File: src/oag_pkg.sv
// Package for the operand address generation block: modes, widths, constants.
// Assumes a 16-bit core with sixteen working registers and byte-addressed data space.
// Notes on behaviour
// - Two independent address units, X and Y, each yield an address per instruction.
// - Y unit serves only word reads of multiply-accumulate class instructions.
// - Addressing types offered: linear, modulo and bit-reversed.
// - Linear and modulo for data and program space; bit-reversed data only.
// - File register field is 13 bits, reaching the lowest 8192 bytes.
// - Working register zero is implied; result goes to file register or it.
// - File-register multiply writes a working register or a pair, never memory.
// - File-register move may reach the whole data space.
// - First source of three-operand instructions is a base register, register direct.
// - Second source: register, memory or 5-bit literal; result to register or memory.
// - Modes: direct, indirect, post-modified, pre-modified, 5 or 10 bit literal.
// - File register direct takes its address from the instruction field.
// - Register direct yields register contents and makes no memory access.
// - Register indirect uses the pointer as address and leaves it unchanged.
// - Post-modified uses the old pointer, then steps it by a constant.
// - Pre-modified steps the pointer by a signed constant, then uses it.
// - Register offset address is pointer plus base operand register.
// - Literal offset address is pointer plus instruction literal.
package oag_pkg;
  localparam int DATA_W = 16;
  localparam int FILE_ADDR_W = 13;
  localparam int NEAR_BYTES = 8192;
  localparam int FULL_ADDR_W = 16;
  localparam int SLIT_W = 5;
  localparam int LLIT_W = 10;
  localparam int REG_SEL_W = 4;
  localparam logic [REG_SEL_W-1:0] DEFAULT_WORKING_REGISTER_ZERO_SEL = 4'h0;
  localparam logic [REG_SEL_W-1:0] NO_REG_SEL = 4'hf;
  localparam logic [DATA_W-1:0] EA_RESET = 16'h0000;

  typedef enum logic [3:0] {
    OAG_FILE_DIRECT = 4'b0000,
    OAG_REG_DIRECT = 4'b0001,
    OAG_IND = 4'b0010,
    OAG_IND_POST = 4'b0011,
    OAG_IND_PRE = 4'b0100,
    OAG_IND_REG_OFS = 4'b0101,
    OAG_IND_LIT_OFS = 4'b0110,
    OAG_LIT5 = 4'b0111,
    OAG_LIT10 = 4'b1000
  } oag_mode_t;

  typedef enum logic [1:0] {
    OAG_LINEAR = 2'b00,
    OAG_MODULO = 2'b01,
    OAG_BITREV = 2'b10
  } oag_atype_t;

  typedef enum logic [1:0] {
    OAG_DEST_FILE = 2'b00,
    OAG_DEST_DEFAULT_WORKING_REGISTER = 2'b01,
    OAG_DEST_WPAIR = 2'b10,
    OAG_DEST_MEM = 2'b11
  } oag_dest_t;
endpackage

File: src/oag_unit.sv
// One address generator unit: effective address and pointer update per mode.
// Assumes register values arrive on the same clock; output is combinational.
`timescale 1ns/1ps
`default_nettype none
module oag_unit
  import oag_pkg::*;
(
  input wire oag_pkg::oag_mode_t mode,
  input wire logic [oag_pkg::DATA_W-1:0] ptr_val,
  input wire logic [oag_pkg::DATA_W-1:0] base_val,
  input wire logic [oag_pkg::DATA_W-1:0] step,
  input wire logic [oag_pkg::LLIT_W-1:0] lit,
  input wire logic [oag_pkg::DATA_W-1:0] ind_ofs,
  output logic [oag_pkg::DATA_W-1:0] ea,
  output logic [oag_pkg::DATA_W-1:0] ptr_new,
  output logic ptr_wr,
  output logic mem_acc
);
  always_comb
  begin
    ea = EA_RESET;
    ptr_new = ptr_val;
    ptr_wr = 1'b0;
    mem_acc = 1'b0;
    case (mode)
      OAG_IND:
      begin
        ea = ptr_val;
        mem_acc = 1'b1;
      end
      OAG_IND_POST:
      begin
        ea = ptr_val;
        ptr_new = ptr_val + step;
        ptr_wr = 1'b1;
        mem_acc = 1'b1;
      end
      OAG_IND_PRE:
      begin
        ea = ptr_val + step;
        ptr_new = ptr_val + step;
        ptr_wr = 1'b1;
        mem_acc = 1'b1;
      end
      OAG_IND_REG_OFS:
      begin
        ea = ptr_val + base_val;
        mem_acc = 1'b1;
      end
      OAG_IND_LIT_OFS:
      begin
        ea = ptr_val + ind_ofs;
        mem_acc = 1'b1;
      end
      default:
      begin
        ea = EA_RESET;
      end
    endcase
  end
endmodule
`default_nettype wire

File: src/oag_wsel.sv
// Working register selector: reads one of sixteen working registers.
// Assumes the register file presents all sixteen values flat.
`timescale 1ns/1ps
`default_nettype none
module oag_wsel
  import oag_pkg::*;
(
  input wire logic [16*oag_pkg::DATA_W-1:0] wregs,
  input wire logic [oag_pkg::REG_SEL_W-1:0] sel,
  output logic [oag_pkg::DATA_W-1:0] val
);
  assign val = wregs[sel*DATA_W +: DATA_W];
endmodule
`default_nettype wire

File: src/oag_top.sv
// Operand address generation: X and Y units, file-register and literal paths.
// Assumes the decoder holds its request one cycle; register file writes follow ptr outputs.
`timescale 1ns/1ps
`default_nettype none
module oag_top
  import oag_pkg::*;
(
  input wire logic clk,
  input wire logic srst,
  input wire logic req,
  input wire logic [16*oag_pkg::DATA_W-1:0] wregs,
  input wire oag_pkg::oag_mode_t x_mode,
  input wire oag_pkg::oag_atype_t x_atype,
  input wire logic x_prog_space,
  input wire logic [oag_pkg::REG_SEL_W-1:0] x_ptr_sel,
  input wire logic [oag_pkg::REG_SEL_W-1:0] base_sel,
  input wire logic [oag_pkg::DATA_W-1:0] x_step,
  input wire logic [oag_pkg::LLIT_W-1:0] lit,
  input wire logic [oag_pkg::DATA_W-1:0] lit_ofs,
  input wire logic [oag_pkg::FILE_ADDR_W-1:0] file_addr,
  input wire logic [oag_pkg::DATA_W-1:0] move_addr,
  input wire logic file_op,
  input wire logic move_op,
  input wire logic multiply_operation,
  input wire logic mul_pair,
  input wire logic dest_to_default_working_register,
  input wire logic dest_to_mem,
  input wire logic y_req,
  input wire logic y_mac,
  input wire logic y_write,
  input wire logic y_byte,
  input wire oag_pkg::oag_mode_t y_mode,
  input wire logic [oag_pkg::REG_SEL_W-1:0] y_ptr_sel,
  input wire logic [oag_pkg::DATA_W-1:0] y_step,
  output logic x_valid_q,
  output logic [oag_pkg::DATA_W-1:0] x_ea_q,
  output logic x_mem_q,
  output logic [oag_pkg::DATA_W-1:0] x_operand_q,
  output logic x_ptr_wr_q,
  output logic [oag_pkg::REG_SEL_W-1:0] x_ptr_idx_q,
  output logic [oag_pkg::DATA_W-1:0] x_ptr_new_q,
  output logic [oag_pkg::DATA_W-1:0] base_operand_q,
  output oag_pkg::oag_dest_t dest_q,
  output oag_pkg::oag_atype_t x_atype_q,
  output logic x_prog_q,
  output logic y_valid_q,
  output logic y_reject_q,
  output logic [oag_pkg::DATA_W-1:0] y_ea_q,
  output logic y_ptr_wr_q,
  output logic [oag_pkg::REG_SEL_W-1:0] y_ptr_idx_q,
  output logic [oag_pkg::DATA_W-1:0] y_ptr_new_q
);
  logic [DATA_W-1:0] x_ptr_val;
  logic [DATA_W-1:0] y_ptr_val;
  logic [DATA_W-1:0] base_val;
  logic [DATA_W-1:0] default_working_register_zero;
  logic [DATA_W-1:0] x_ea;
  logic [DATA_W-1:0] x_ptr_new;
  logic x_ptr_wr;
  logic x_mem;
  logic [DATA_W-1:0] y_ea;
  logic [DATA_W-1:0] y_ptr_new;
  logic y_ptr_wr;
  logic y_mem;
  logic y_ok;
  logic [DATA_W-1:0] file_ea;
  logic [DATA_W-1:0] x_ea_d;
  logic [DATA_W-1:0] x_operand_d;
  logic x_mem_d;
  oag_dest_t dest_d;
  oag_atype_t x_atype_d;

  // The file field and literals must fit one data word, and the field must span the near region
  if (FILE_ADDR_W > DATA_W || LLIT_W > DATA_W || SLIT_W > LLIT_W
    || NEAR_BYTES != (1 << FILE_ADDR_W))
  begin : g_width_check
    $error("address or literal width does not fit the data word");
  end

  oag_wsel u_xsel (.wregs(wregs), .sel(x_ptr_sel), .val(x_ptr_val));
  oag_wsel u_ysel (.wregs(wregs), .sel(y_ptr_sel), .val(y_ptr_val));
  oag_wsel u_bsel (.wregs(wregs), .sel(base_sel), .val(base_val));
  oag_wsel u_zsel (.wregs(wregs), .sel(DEFAULT_WORKING_REGISTER_ZERO_SEL), .val(default_working_register_zero));

  // Two separate units so X and Y addresses form in the same instruction
  oag_unit u_x (
    .mode(x_mode),
    .ptr_val(x_ptr_val),
    .base_val(base_val),
    .step(x_step),
    .lit(lit),
    .ind_ofs(lit_ofs),
    .ea(x_ea),
    .ptr_new(x_ptr_new),
    .ptr_wr(x_ptr_wr),
    .mem_acc(x_mem)
  );

  oag_unit u_y (
    .mode(y_mode),
    .ptr_val(y_ptr_val),
    .base_val(base_val),
    .step(y_step),
    .lit(lit),
    .ind_ofs(lit_ofs),
    .ea(y_ea),
    .ptr_new(y_ptr_new),
    .ptr_wr(y_ptr_wr),
    .mem_acc(y_mem)
  );

  // Y only serves MAC-class word reads; anything else is turned away
  assign y_ok = y_req && y_mac && !y_write && !y_byte;

  // Near region for most file ops; move reaches the full space
  assign file_ea = move_op ? move_addr : {{(DATA_W-FILE_ADDR_W){1'b0}}, file_addr};

  always_comb
  begin
    x_ea_d = x_ea;
    x_mem_d = x_mem;
    x_operand_d = EA_RESET;
    case (x_mode)
      OAG_REG_DIRECT: x_operand_d = x_ptr_val;
      OAG_LIT5: x_operand_d = {{(DATA_W-SLIT_W){1'b0}}, lit[SLIT_W-1:0]};
      OAG_LIT10: x_operand_d = {{(DATA_W-LLIT_W){1'b0}}, lit};
      default: x_operand_d = EA_RESET;
    endcase
    // File instructions pair with register zero whatever the mode field says
    if (file_op || x_mode == OAG_FILE_DIRECT)
    begin
      x_ea_d = file_ea;
      x_mem_d = 1'b1;
      x_operand_d = default_working_register_zero;
    end
  end

  always_comb
  begin
    dest_d = dest_to_mem ? OAG_DEST_MEM : OAG_DEST_DEFAULT_WORKING_REGISTER;
    if (file_op)
    begin
      if (multiply_operation)
        dest_d = mul_pair ? OAG_DEST_WPAIR : OAG_DEST_DEFAULT_WORKING_REGISTER;
      else
        dest_d = dest_to_default_working_register ? OAG_DEST_DEFAULT_WORKING_REGISTER : OAG_DEST_FILE;
    end
  end

  // Bit-reversed type has no meaning in program space; fall back to linear
  always_comb
  begin
    x_atype_d = x_atype;
    if (x_prog_space && x_atype == OAG_BITREV)
      x_atype_d = OAG_LINEAR;
  end

  always_ff @(posedge clk)
  begin
    if (srst)
    begin
      x_valid_q <= 1'b0;
      x_ea_q <= EA_RESET;
      x_mem_q <= 1'b0;
      x_operand_q <= EA_RESET;
      base_operand_q <= EA_RESET;
      dest_q <= OAG_DEST_FILE;
      x_atype_q <= OAG_LINEAR;
      x_prog_q <= 1'b0;
    end
    else
    begin
      x_valid_q <= req;
      if (req)
      begin
        x_ea_q <= x_ea_d;
        x_mem_q <= x_mem_d;
        x_operand_q <= x_operand_d;
        base_operand_q <= base_val;
        dest_q <= dest_d;
        x_atype_q <= x_atype_d;
        x_prog_q <= x_prog_space;
      end
    end
  end

  always_ff @(posedge clk)
  begin
    if (srst)
    begin
      x_ptr_wr_q <= 1'b0;
      x_ptr_idx_q <= NO_REG_SEL;
      x_ptr_new_q <= EA_RESET;
    end
    else
    begin
      x_ptr_wr_q <= req && !file_op && x_ptr_wr;
      x_ptr_idx_q <= x_ptr_sel;
      x_ptr_new_q <= x_ptr_new;
    end
  end

  always_ff @(posedge clk)
  begin
    if (srst)
    begin
      y_valid_q <= 1'b0;
      y_reject_q <= 1'b0;
      y_ea_q <= EA_RESET;
      y_ptr_wr_q <= 1'b0;
      y_ptr_idx_q <= NO_REG_SEL;
      y_ptr_new_q <= EA_RESET;
    end
    else
    begin
      y_valid_q <= y_ok && y_mem;
      y_reject_q <= y_req && !y_ok;
      if (y_ok)
        y_ea_q <= y_ea;
      y_ptr_wr_q <= y_ok && y_ptr_wr;
      y_ptr_idx_q <= y_ptr_sel;
      y_ptr_new_q <= y_ptr_new;
    end
  end

  chk_post_uses_old: assert property (@(posedge clk) disable iff (srst)
    (req && !file_op && x_mode == OAG_IND_POST) |=> (x_ea_q == $past(x_ptr_val)
    && x_ptr_new_q == $past(x_ptr_val) + $past(x_step) && x_ptr_wr_q))
    else $error("post-modify address or update wrong");

  chk_pre_uses_new: assert property (@(posedge clk) disable iff (srst)
    (req && !file_op && x_mode == OAG_IND_PRE)
    |=> (x_ea_q == $past(x_ptr_val) + $past(x_step) && x_ea_q == x_ptr_new_q && x_ptr_wr_q))
    else $error("pre-modify address not the updated pointer");

  chk_ind_no_write: assert property (@(posedge clk) disable iff (srst)
    (req && !file_op && x_mode == OAG_IND) |=> (x_ea_q == $past(x_ptr_val) && !x_ptr_wr_q))
    else $error("indirect changed pointer or address wrong");

  chk_regofs_sum: assert property (@(posedge clk) disable iff (srst)
    (req && !file_op && x_mode == OAG_IND_REG_OFS)
    |=> (x_ea_q == $past(x_ptr_val) + $past(base_val)))
    else $error("register offset sum wrong");

  chk_litofs_sum: assert property (@(posedge clk) disable iff (srst)
    (req && !file_op && x_mode == OAG_IND_LIT_OFS)
    |=> (x_ea_q == $past(x_ptr_val) + $past(lit_ofs)))
    else $error("literal offset sum wrong");

  chk_ofs_no_wb: assert property (@(posedge clk) disable iff (srst)
    ((x_mode == OAG_IND_REG_OFS || x_mode == OAG_IND_LIT_OFS) && req) |=> !x_ptr_wr_q)
    else $error("offset mode wrote the pointer");

  chk_near_region: assert property (@(posedge clk) disable iff (srst)
    (req && file_op && !move_op) |=> (x_ea_q < NEAR_BYTES))
    else $error("file address left near region");

  chk_mul_dest: assert property (@(posedge clk) disable iff (srst)
    (req && file_op && multiply_operation) |=> (dest_q != OAG_DEST_FILE))
    else $error("multiply wrote back to file register");

  chk_y_only_mac: assert property (@(posedge clk) disable iff (srst)
    (y_req && (y_write || y_byte || !y_mac)) |=> (y_reject_q && !y_valid_q && !y_ptr_wr_q))
    else $error("Y unit served a non MAC word read");

  chk_regdir_value: assert property (@(posedge clk) disable iff (srst)
    (req && !file_op && x_mode == OAG_REG_DIRECT)
    |=> (x_operand_q == $past(x_ptr_val) && !x_mem_q))
    else $error("register direct wrong or touched memory");

  chk_file_wzero: assert property (@(posedge clk) disable iff (srst)
    (req && file_op) |=> (x_operand_q == $past(default_working_register_zero) && x_mem_q))
    else $error("file op lost the implied working register");

  chk_file_field: assert property (@(posedge clk) disable iff (srst)
    (req && (file_op || x_mode == OAG_FILE_DIRECT) && !move_op)
    |=> (x_ea_q[FILE_ADDR_W-1:0] == $past(file_addr) && x_mem_q))
    else $error("file register address not taken from the field");

  chk_move_full: assert property (@(posedge clk) disable iff (srst)
    (req && file_op && move_op) |=> (x_ea_q == $past(move_addr)))
    else $error("move did not reach its full address");

  chk_lit5_zext: assert property (@(posedge clk) disable iff (srst)
    (req && !file_op && x_mode == OAG_LIT5)
    |=> (x_operand_q[SLIT_W-1:0] == $past(lit[SLIT_W-1:0])
    && x_operand_q[DATA_W-1:SLIT_W] == '0 && !x_mem_q))
    else $error("short literal operand wrong");

  chk_lit10_zext: assert property (@(posedge clk) disable iff (srst)
    (req && !file_op && x_mode == OAG_LIT10)
    |=> (x_operand_q == {{(DATA_W-LLIT_W){1'b0}}, $past(lit)} && !x_mem_q))
    else $error("long literal operand wrong");

  chk_y_mac_served: assert property (@(posedge clk) disable iff (srst)
    (y_req && y_mac && !y_write && !y_byte && (y_mode == OAG_IND || y_mode == OAG_IND_POST))
    |=> (y_valid_q && !y_reject_q && y_ea_q == $past(y_ptr_val)))
    else $error("Y unit refused or misaddressed a MAC word read");

  chk_x_y_together: assert property (@(posedge clk) disable iff (srst)
    (req && !file_op && x_mode == OAG_IND && y_req && y_mac && !y_write && !y_byte
    && y_mode == OAG_IND_POST) |=> (x_valid_q && y_valid_q && x_ea_q == $past(x_ptr_val)
    && y_ea_q == $past(y_ptr_val)))
    else $error("X and Y addresses not formed together");

  chk_bitrev_data: assert property (@(posedge clk) disable iff (srst)
    (req && x_prog_space) |=> (x_atype_q != OAG_BITREV && x_prog_q))
    else $error("bit-reversed type passed for program space");

  chk_dest_nonfile: assert property (@(posedge clk) disable iff (srst)
    (req && !file_op) |=> (dest_q == OAG_DEST_DEFAULT_WORKING_REGISTER || dest_q == OAG_DEST_MEM))
    else $error("non-file result sent to file register or pair");
endmodule
`default_nettype wire

File: config.mk
export PLATFORM = sky130hd
export DESIGN_NAME = oag_top
export DESIGN_NICKNAME = d
export VERILOG_FILES = /design/src/oag_pkg.sv /design/src/oag_unit.sv /design/src/oag_wsel.sv /design/src/oag_top.sv
export SDC_FILE = /design/constraint.sdc
export NUM_CORES = 1
export LEC_CHECK = 0
export ABC_AREA = 1
export CELL_PAD_IN_SITES_DETAIL_PLACEMENT = 0
export CELL_PAD_IN_SITES_GLOBAL_PLACEMENT = 2
export CORE_MARGIN = 4
export CORE_UTILIZATION = 31
export DETAILED_ROUTE_END_ITERATION = 6
export DONT_BUFFER_PORTS = 1
export MAX_ROUTING_LAYER = met4
export PLACE_DENSITY_LB_ADDON = 0.1
export SLEW_MARGIN = 25
export SYNTH_ARGS = -nofsm -noshare
export SYNTH_HDL_FRONTEND = slang
export SYNTH_HIERARCHICAL = 1
export SYNTH_SLANG_ARGS = --single-unit
export TNS_END_PERCENT = 10
File: constraint.sdc
create_clock -name clk -period 2.71 [get_ports clk]
set_input_delay 0.1355 -clock clk [delete_from_list [all_inputs] [get_ports clk]]
set_output_delay 0.1355 -clock clk [all_outputs]
set_load 0.005 [all_outputs]
# After elaboration in Yosys (flattened, before gate mapping)
# Index checks and enable logic that the tools add are counted.
# Widths: inputs -> output; s select.
# classes
n_addsub	6
eq_ne	14
shift	3
n_mux	19
reduce_logical	21
# op_table
operator	count
$shiftx 256x9->16	3
$pmux 16 s4	2
$add 16x16->16	6
$mux 16	5
$pmux 16 s3	1
$eq 4x3->1 const B	7
$eq 4x2->1 const B	4
$mux 2	5
$reduce_or 5->1	2
$logic_and 1x1->1	9
$reduce_or 2->1	4
$mux 1	6
$eq 4x1->1 const B	1
$eq 4x4->1 const B	1
$logic_not 1->1	4
$logic_not 4->1	1
$eq 2x2->1 const B	1
$logic_or 1x1->1	1
# totals
regBits	115
input_bits	379
word_cells	80

# Longest topological paths before layout
# depth
word_depth	5
ltp_mapped	23

# Cells and area by module
# The synthesis kept the hierarchy.
# by_module_without_submodules
module	n_inst	cells_each	area_each_um2	seq_area_each_um2
oag_wsel	4	775	3266.9	0.0
oag_top	1	580	4391.7	2302.2
oag_unit at u_x	1	508	2737.6	0.0
oag_unit at u_y	1	507	2717.6	0.0

# Worst setup path after synthesis
# No wires, ideal clock.
# synth_path
path_type	input -> register
startpoint	input base_sel[2] (netlist bit)
endpoint	register y_ea_q[5] (netlist bit)
arrival_ps	2370
setup_slack_ps	224
stages	17
path_cell_list	buf_2 inv_1 clkbuf_1 nand3_1 nand3_1 nand2_1 mux2_4 ha_1 nand2_1 nand2_1 nand2_1 nand3_1 or2_2 nand3_1 o211ai_1 o21ai_0 nor2_1
# synth_between
elab_chain_len	3
# synth_rtl
element	line	rtl
start, declared	oag_top.sv:16	input wire logic [oag_pkg::REG_SEL_W-1:0] base_sel,
$shiftx 256x9->16	oag_wsel.sv:12	assign val = wregs[sel*DATA_W +: DATA_W];
via base_val[2]	oag_top.sv:55	logic [DATA_W-1:0] base_val;
$add 16x16->16	oag_unit.sv:47	ea = ptr_val + base_val;
$pmux 16 s4	oag_unit.sv:25	case (mode)
via y_ea[5]	oag_top.sv:61	logic [DATA_W-1:0] y_ea;
end signal, assigned	oag_top.sv:219	y_ea_q <= y_ea;
end, declared	oag_top.sv:48	output logic [oag_pkg::DATA_W-1:0] y_ea_q,
# The timed path passes the listed nets, and every way through them passes these cells.
# A chain may end at the register's enable or synchronous reset.

# Worst setup path after layout
# layout_path
startpoint	input base_sel[0] (netlist bit)
endpoint	register y_ea_q[9] (netlist bit)
# The elaborated chain is that of the path after synthesis.

==> results.toml <==
[worst_setup_path]
r2r-start = "x_prog_q"
path_cells = "clkinv_16 -> buf_16 -> buf_6 -> nand2_1 -> nand2_1 -> nand2_1 -> nand3_1 -> nand3_2 -> nand2_2 -> mux2_2 -> ha_1 -> nand2_1 -> nand2_1 -> buf_4 -> nand2_1 -> nand2_1 -> buf_4 -> inv_1 -> nand3b_1 -> nand3_1 -> nand3_1 -> o21ai_2 -> nor2_1"
reg2reg_depth = 3
path_delay_family = "simple AND/OR/NAND/NOR gates"
crit_fanout = 129
endpoint_kind = "flop"
cpMostUsedCell = "nand2_1"
start_kind = "input port"
path_buf_inv = 6
max_stage_delay_ps = 340
cp.arrival_ps = 3030
crit_cells = 23
cp.required_ps = 3040
slowest_stage = "ha_1"
crit_type = "in2reg"
worstReg2RegEnd = "x_prog_q"
rrSetupSlack_ps = 1460

[logic_synthesis]
syn_area_per_cell_sq_um = 4.88
yosys.area.top_type_share = 0.299
ys_async_sr_fraction = 0
yosysWarnings = 6
yosysSeqAreaShare = 0.100
synthCells = 4695
syn_area_sq_um = 22900
yosys_register_bits = 115
yosysTopAreaCell = "nand2_1"
ys_types = 47
synth_top_cells_by_area = "nand2_1 30%, nand3_1 20%, inv_1 17%"
yosysMostFrequentCell = "nand2_1"
synth-main-ff-cell = "dfxtp_1"
synth-edff-count = 0
synth_commonest_cells = "1,828 x nand2_1, 1,019 x inv_1, 912 x nand3_1, 157 x nor2_1, 115 x dfxtp_1"

[clocking]
clock_latency_ps = 440
h-tree-depth = 4
cts_inserted_buffers = 17
clk_pin_slew_ps = 60
clockRootBuffer = "clkbuf_16"
clkSinkCount = 115
cts_buffer_depth = 2
cts_tree = "built"

[global_route]
grt_max_degree = 131
grtUsageTotal = 0.342
grt_pass1_wl_um = 192000
overflow = 0
antenna_found_initial = 2
grt_pass1_vias = 27457

[floorplanning]
ios = 494
coreArea_sq_um = 73100
rows = 99
die_w_um = 280
die_y_um = 280
dieArea_sq_um = 78300
start_util = 0.314

[detailed_routing]
vias = 29013
first_iter_violations = 2792
routed_wl_um = 136000
avgRoutedWirePerCell_um = 23.3
ant_nets = 0
vias_per_cell = 4.98
drc = 0
drtPass1Iterations = 6

[placement]
port_buffers = 0
place_hpwl_um = 103000
gp_congestion = 0.947

[sta]
hold_slack_ps = 3.98
period_share = 0.996
slew_headroom = 0.532
grt_setup_unrepaired = "true"
fmax_ghz = 0.370
final_max_slew_viol_count = 0
report.final.hold_viol_count = 0
finClkSkew_ps = 0
setup-violations-final = 0
timing.final.crit_period_ps = 2700
tightest_slew_ps = 700

[worst_hold_path]
hold_end = "x_operand_q[3]"
hold_path.class = "in2reg"
holdPathStages = 3
hold_path_startpoint = "req"

[flow_run]
drv_cap = 0

[power_and_ir_drop]
p_leak_nw = 16.8
pwr_density_cell_nw_per_um2 = 367
ir_drop_mv = 0.364

[final_layout]
final_util = 0.372
drive_gt1_frac = 0.111
nFillCells = 8615
regArea_sq_um = 2300
syn_to_final_growth_pct = 18.7
multi_input_area_sq_um = 15600
nets = 5303

[status]
status = "finished, final reports clean"
==> routing by layer <==
| metal | track usage | vias up | wire, um |
|---|---|---|---|
| met3 | 0.0713 | 229 | 10700 |
| li1 | - | 14467 | - |
| met1 | 0.410 | 13243 | 55900 |
| met4 | 0.158 | 0 | 7590 |
| met5 | - | - | 0 |
| met2 | 0.550 | 1074 | 61800 |
==> registers in the layout, summed over array words and instances (netlist names) <==
register,count
base_operand_q,16
x_ea_q,16
x_operand_q,16
x_ptr_new_q,16
y_ea_q,16
y_ptr_new_q,16
x_ptr_idx_q,4
y_ptr_idx_q,4
dest_q,2
x_atype_q,2
x_mem_q,1
x_prog_q,1
x_ptr_wr_q,1
x_valid_q,1
y_ptr_wr_q,1
y_reject_q,1
y_valid_q,1
==> cell usage in the layout, fill, tap and decap left out, types with 6 or more instances in the layout <==
cell	Yosys	routed
buf_4	82	284
dfxtp_1	115	115
ha_1	70	62
o21ai_1	5	9
conb_1	1	7
o21ai_2	9	11
buf_16	0	6
nor2_2	4	9
a21o_1	6	6
inv_2	15	12
or2_2	19	19
nand4_1	11	11
mux2_2	12	10
mux2_4	16	18
nand3_2	1	33
inv_1	1019	1018
nand3_1	912	879
nand2_1	1828	1800
nor2_1	157	152
o21ai_0	86	80
dlygate4sd3_1	0	61
ha_4	0	7
a31oi_1	16	16
o211ai_1	10	10
buf_12	0	23
clkbuf_16	0	20
nor3_1	9	6
xor2_1	7	6
nand3b_1	12	12
a21oi_1	53	45
nor2_4	8	8
a21oi_2	0	8
nand2_2	6	32
==> worst min-delay path: stages <==
cell,delay [ps]
nand3_1,140
nor2_1,60
nor2_1,70
==> where the power goes <==
part	internal [mW]	switching [mW]
clock network	1.37	0.985
registers	1.82	0.111
logic	2.33	3.38
total	5.52	4.48
==> final cells by class <==
type	count	share of cell area
antenna	5	0.000460
multi-input combinational	3297	0.575
tap	959	0.0441
timing repair buffer	380	0.128
clock buffer	19	0.0159
clock inverter	13	0.00561
sequential	115	0.0847
inverter	1039	0.146
==> kinds of logic (layout without fill, tap and decap cells) <==
family,Yosys count,count (layout),share of synthesized area
xor+xnor,12,12,0.00459
fa+ha+maj,74,74,0.0417
compound gates,199,199,0.0501
simple gates,2977,2977,0.550
buf+inv,1289,1451,0.237
other cells,1,12,0.000164
flops,115,115,0.100
mux,28,28,0.0164
==> per-stage QoR <==
stage                     cells  setup WS, ps  area (sq um)  setup TNS [ps]  total power [mW]
after floorplan            4701           224         22900               0              5.27
after global placement     5720          -561         25300          -16050              7.14
after detailed placement   5720          -548         25300          -16770              7.13
after CTS                  5814          3.14         26500               0              9.63
after global routing       5826         -28.0         27200            -131              10.7
final                      5827          9.81         27200               0              9.99
==> worst max-delay path by stage <==
stage | endpoint | from
after floorplan | y_ea_q[5] | base_sel[2]
after global placement | y_ea_q[13] | base_sel[0]
after detailed placement | y_ea_q[13] | base_sel[0]
after CTS | y_ea_q[13] | base_sel[0]
after global routing | y_ea_q[9] | base_sel[0]
final | y_ea_q[9] | base_sel[0]
==> timing repair <==
action | CTS | global route
endpoints found under the hold margin | 97 | 26
resized for setup | 5 | 124
gates cloned | 1 | 3
pin swaps | 0 | 5
hold buffers | 61 | 2
endpoints found under the setup margin | 7 | 44
setup buffers | 0 | 3
No activity file was read; power rests on OpenSTA's default activity.
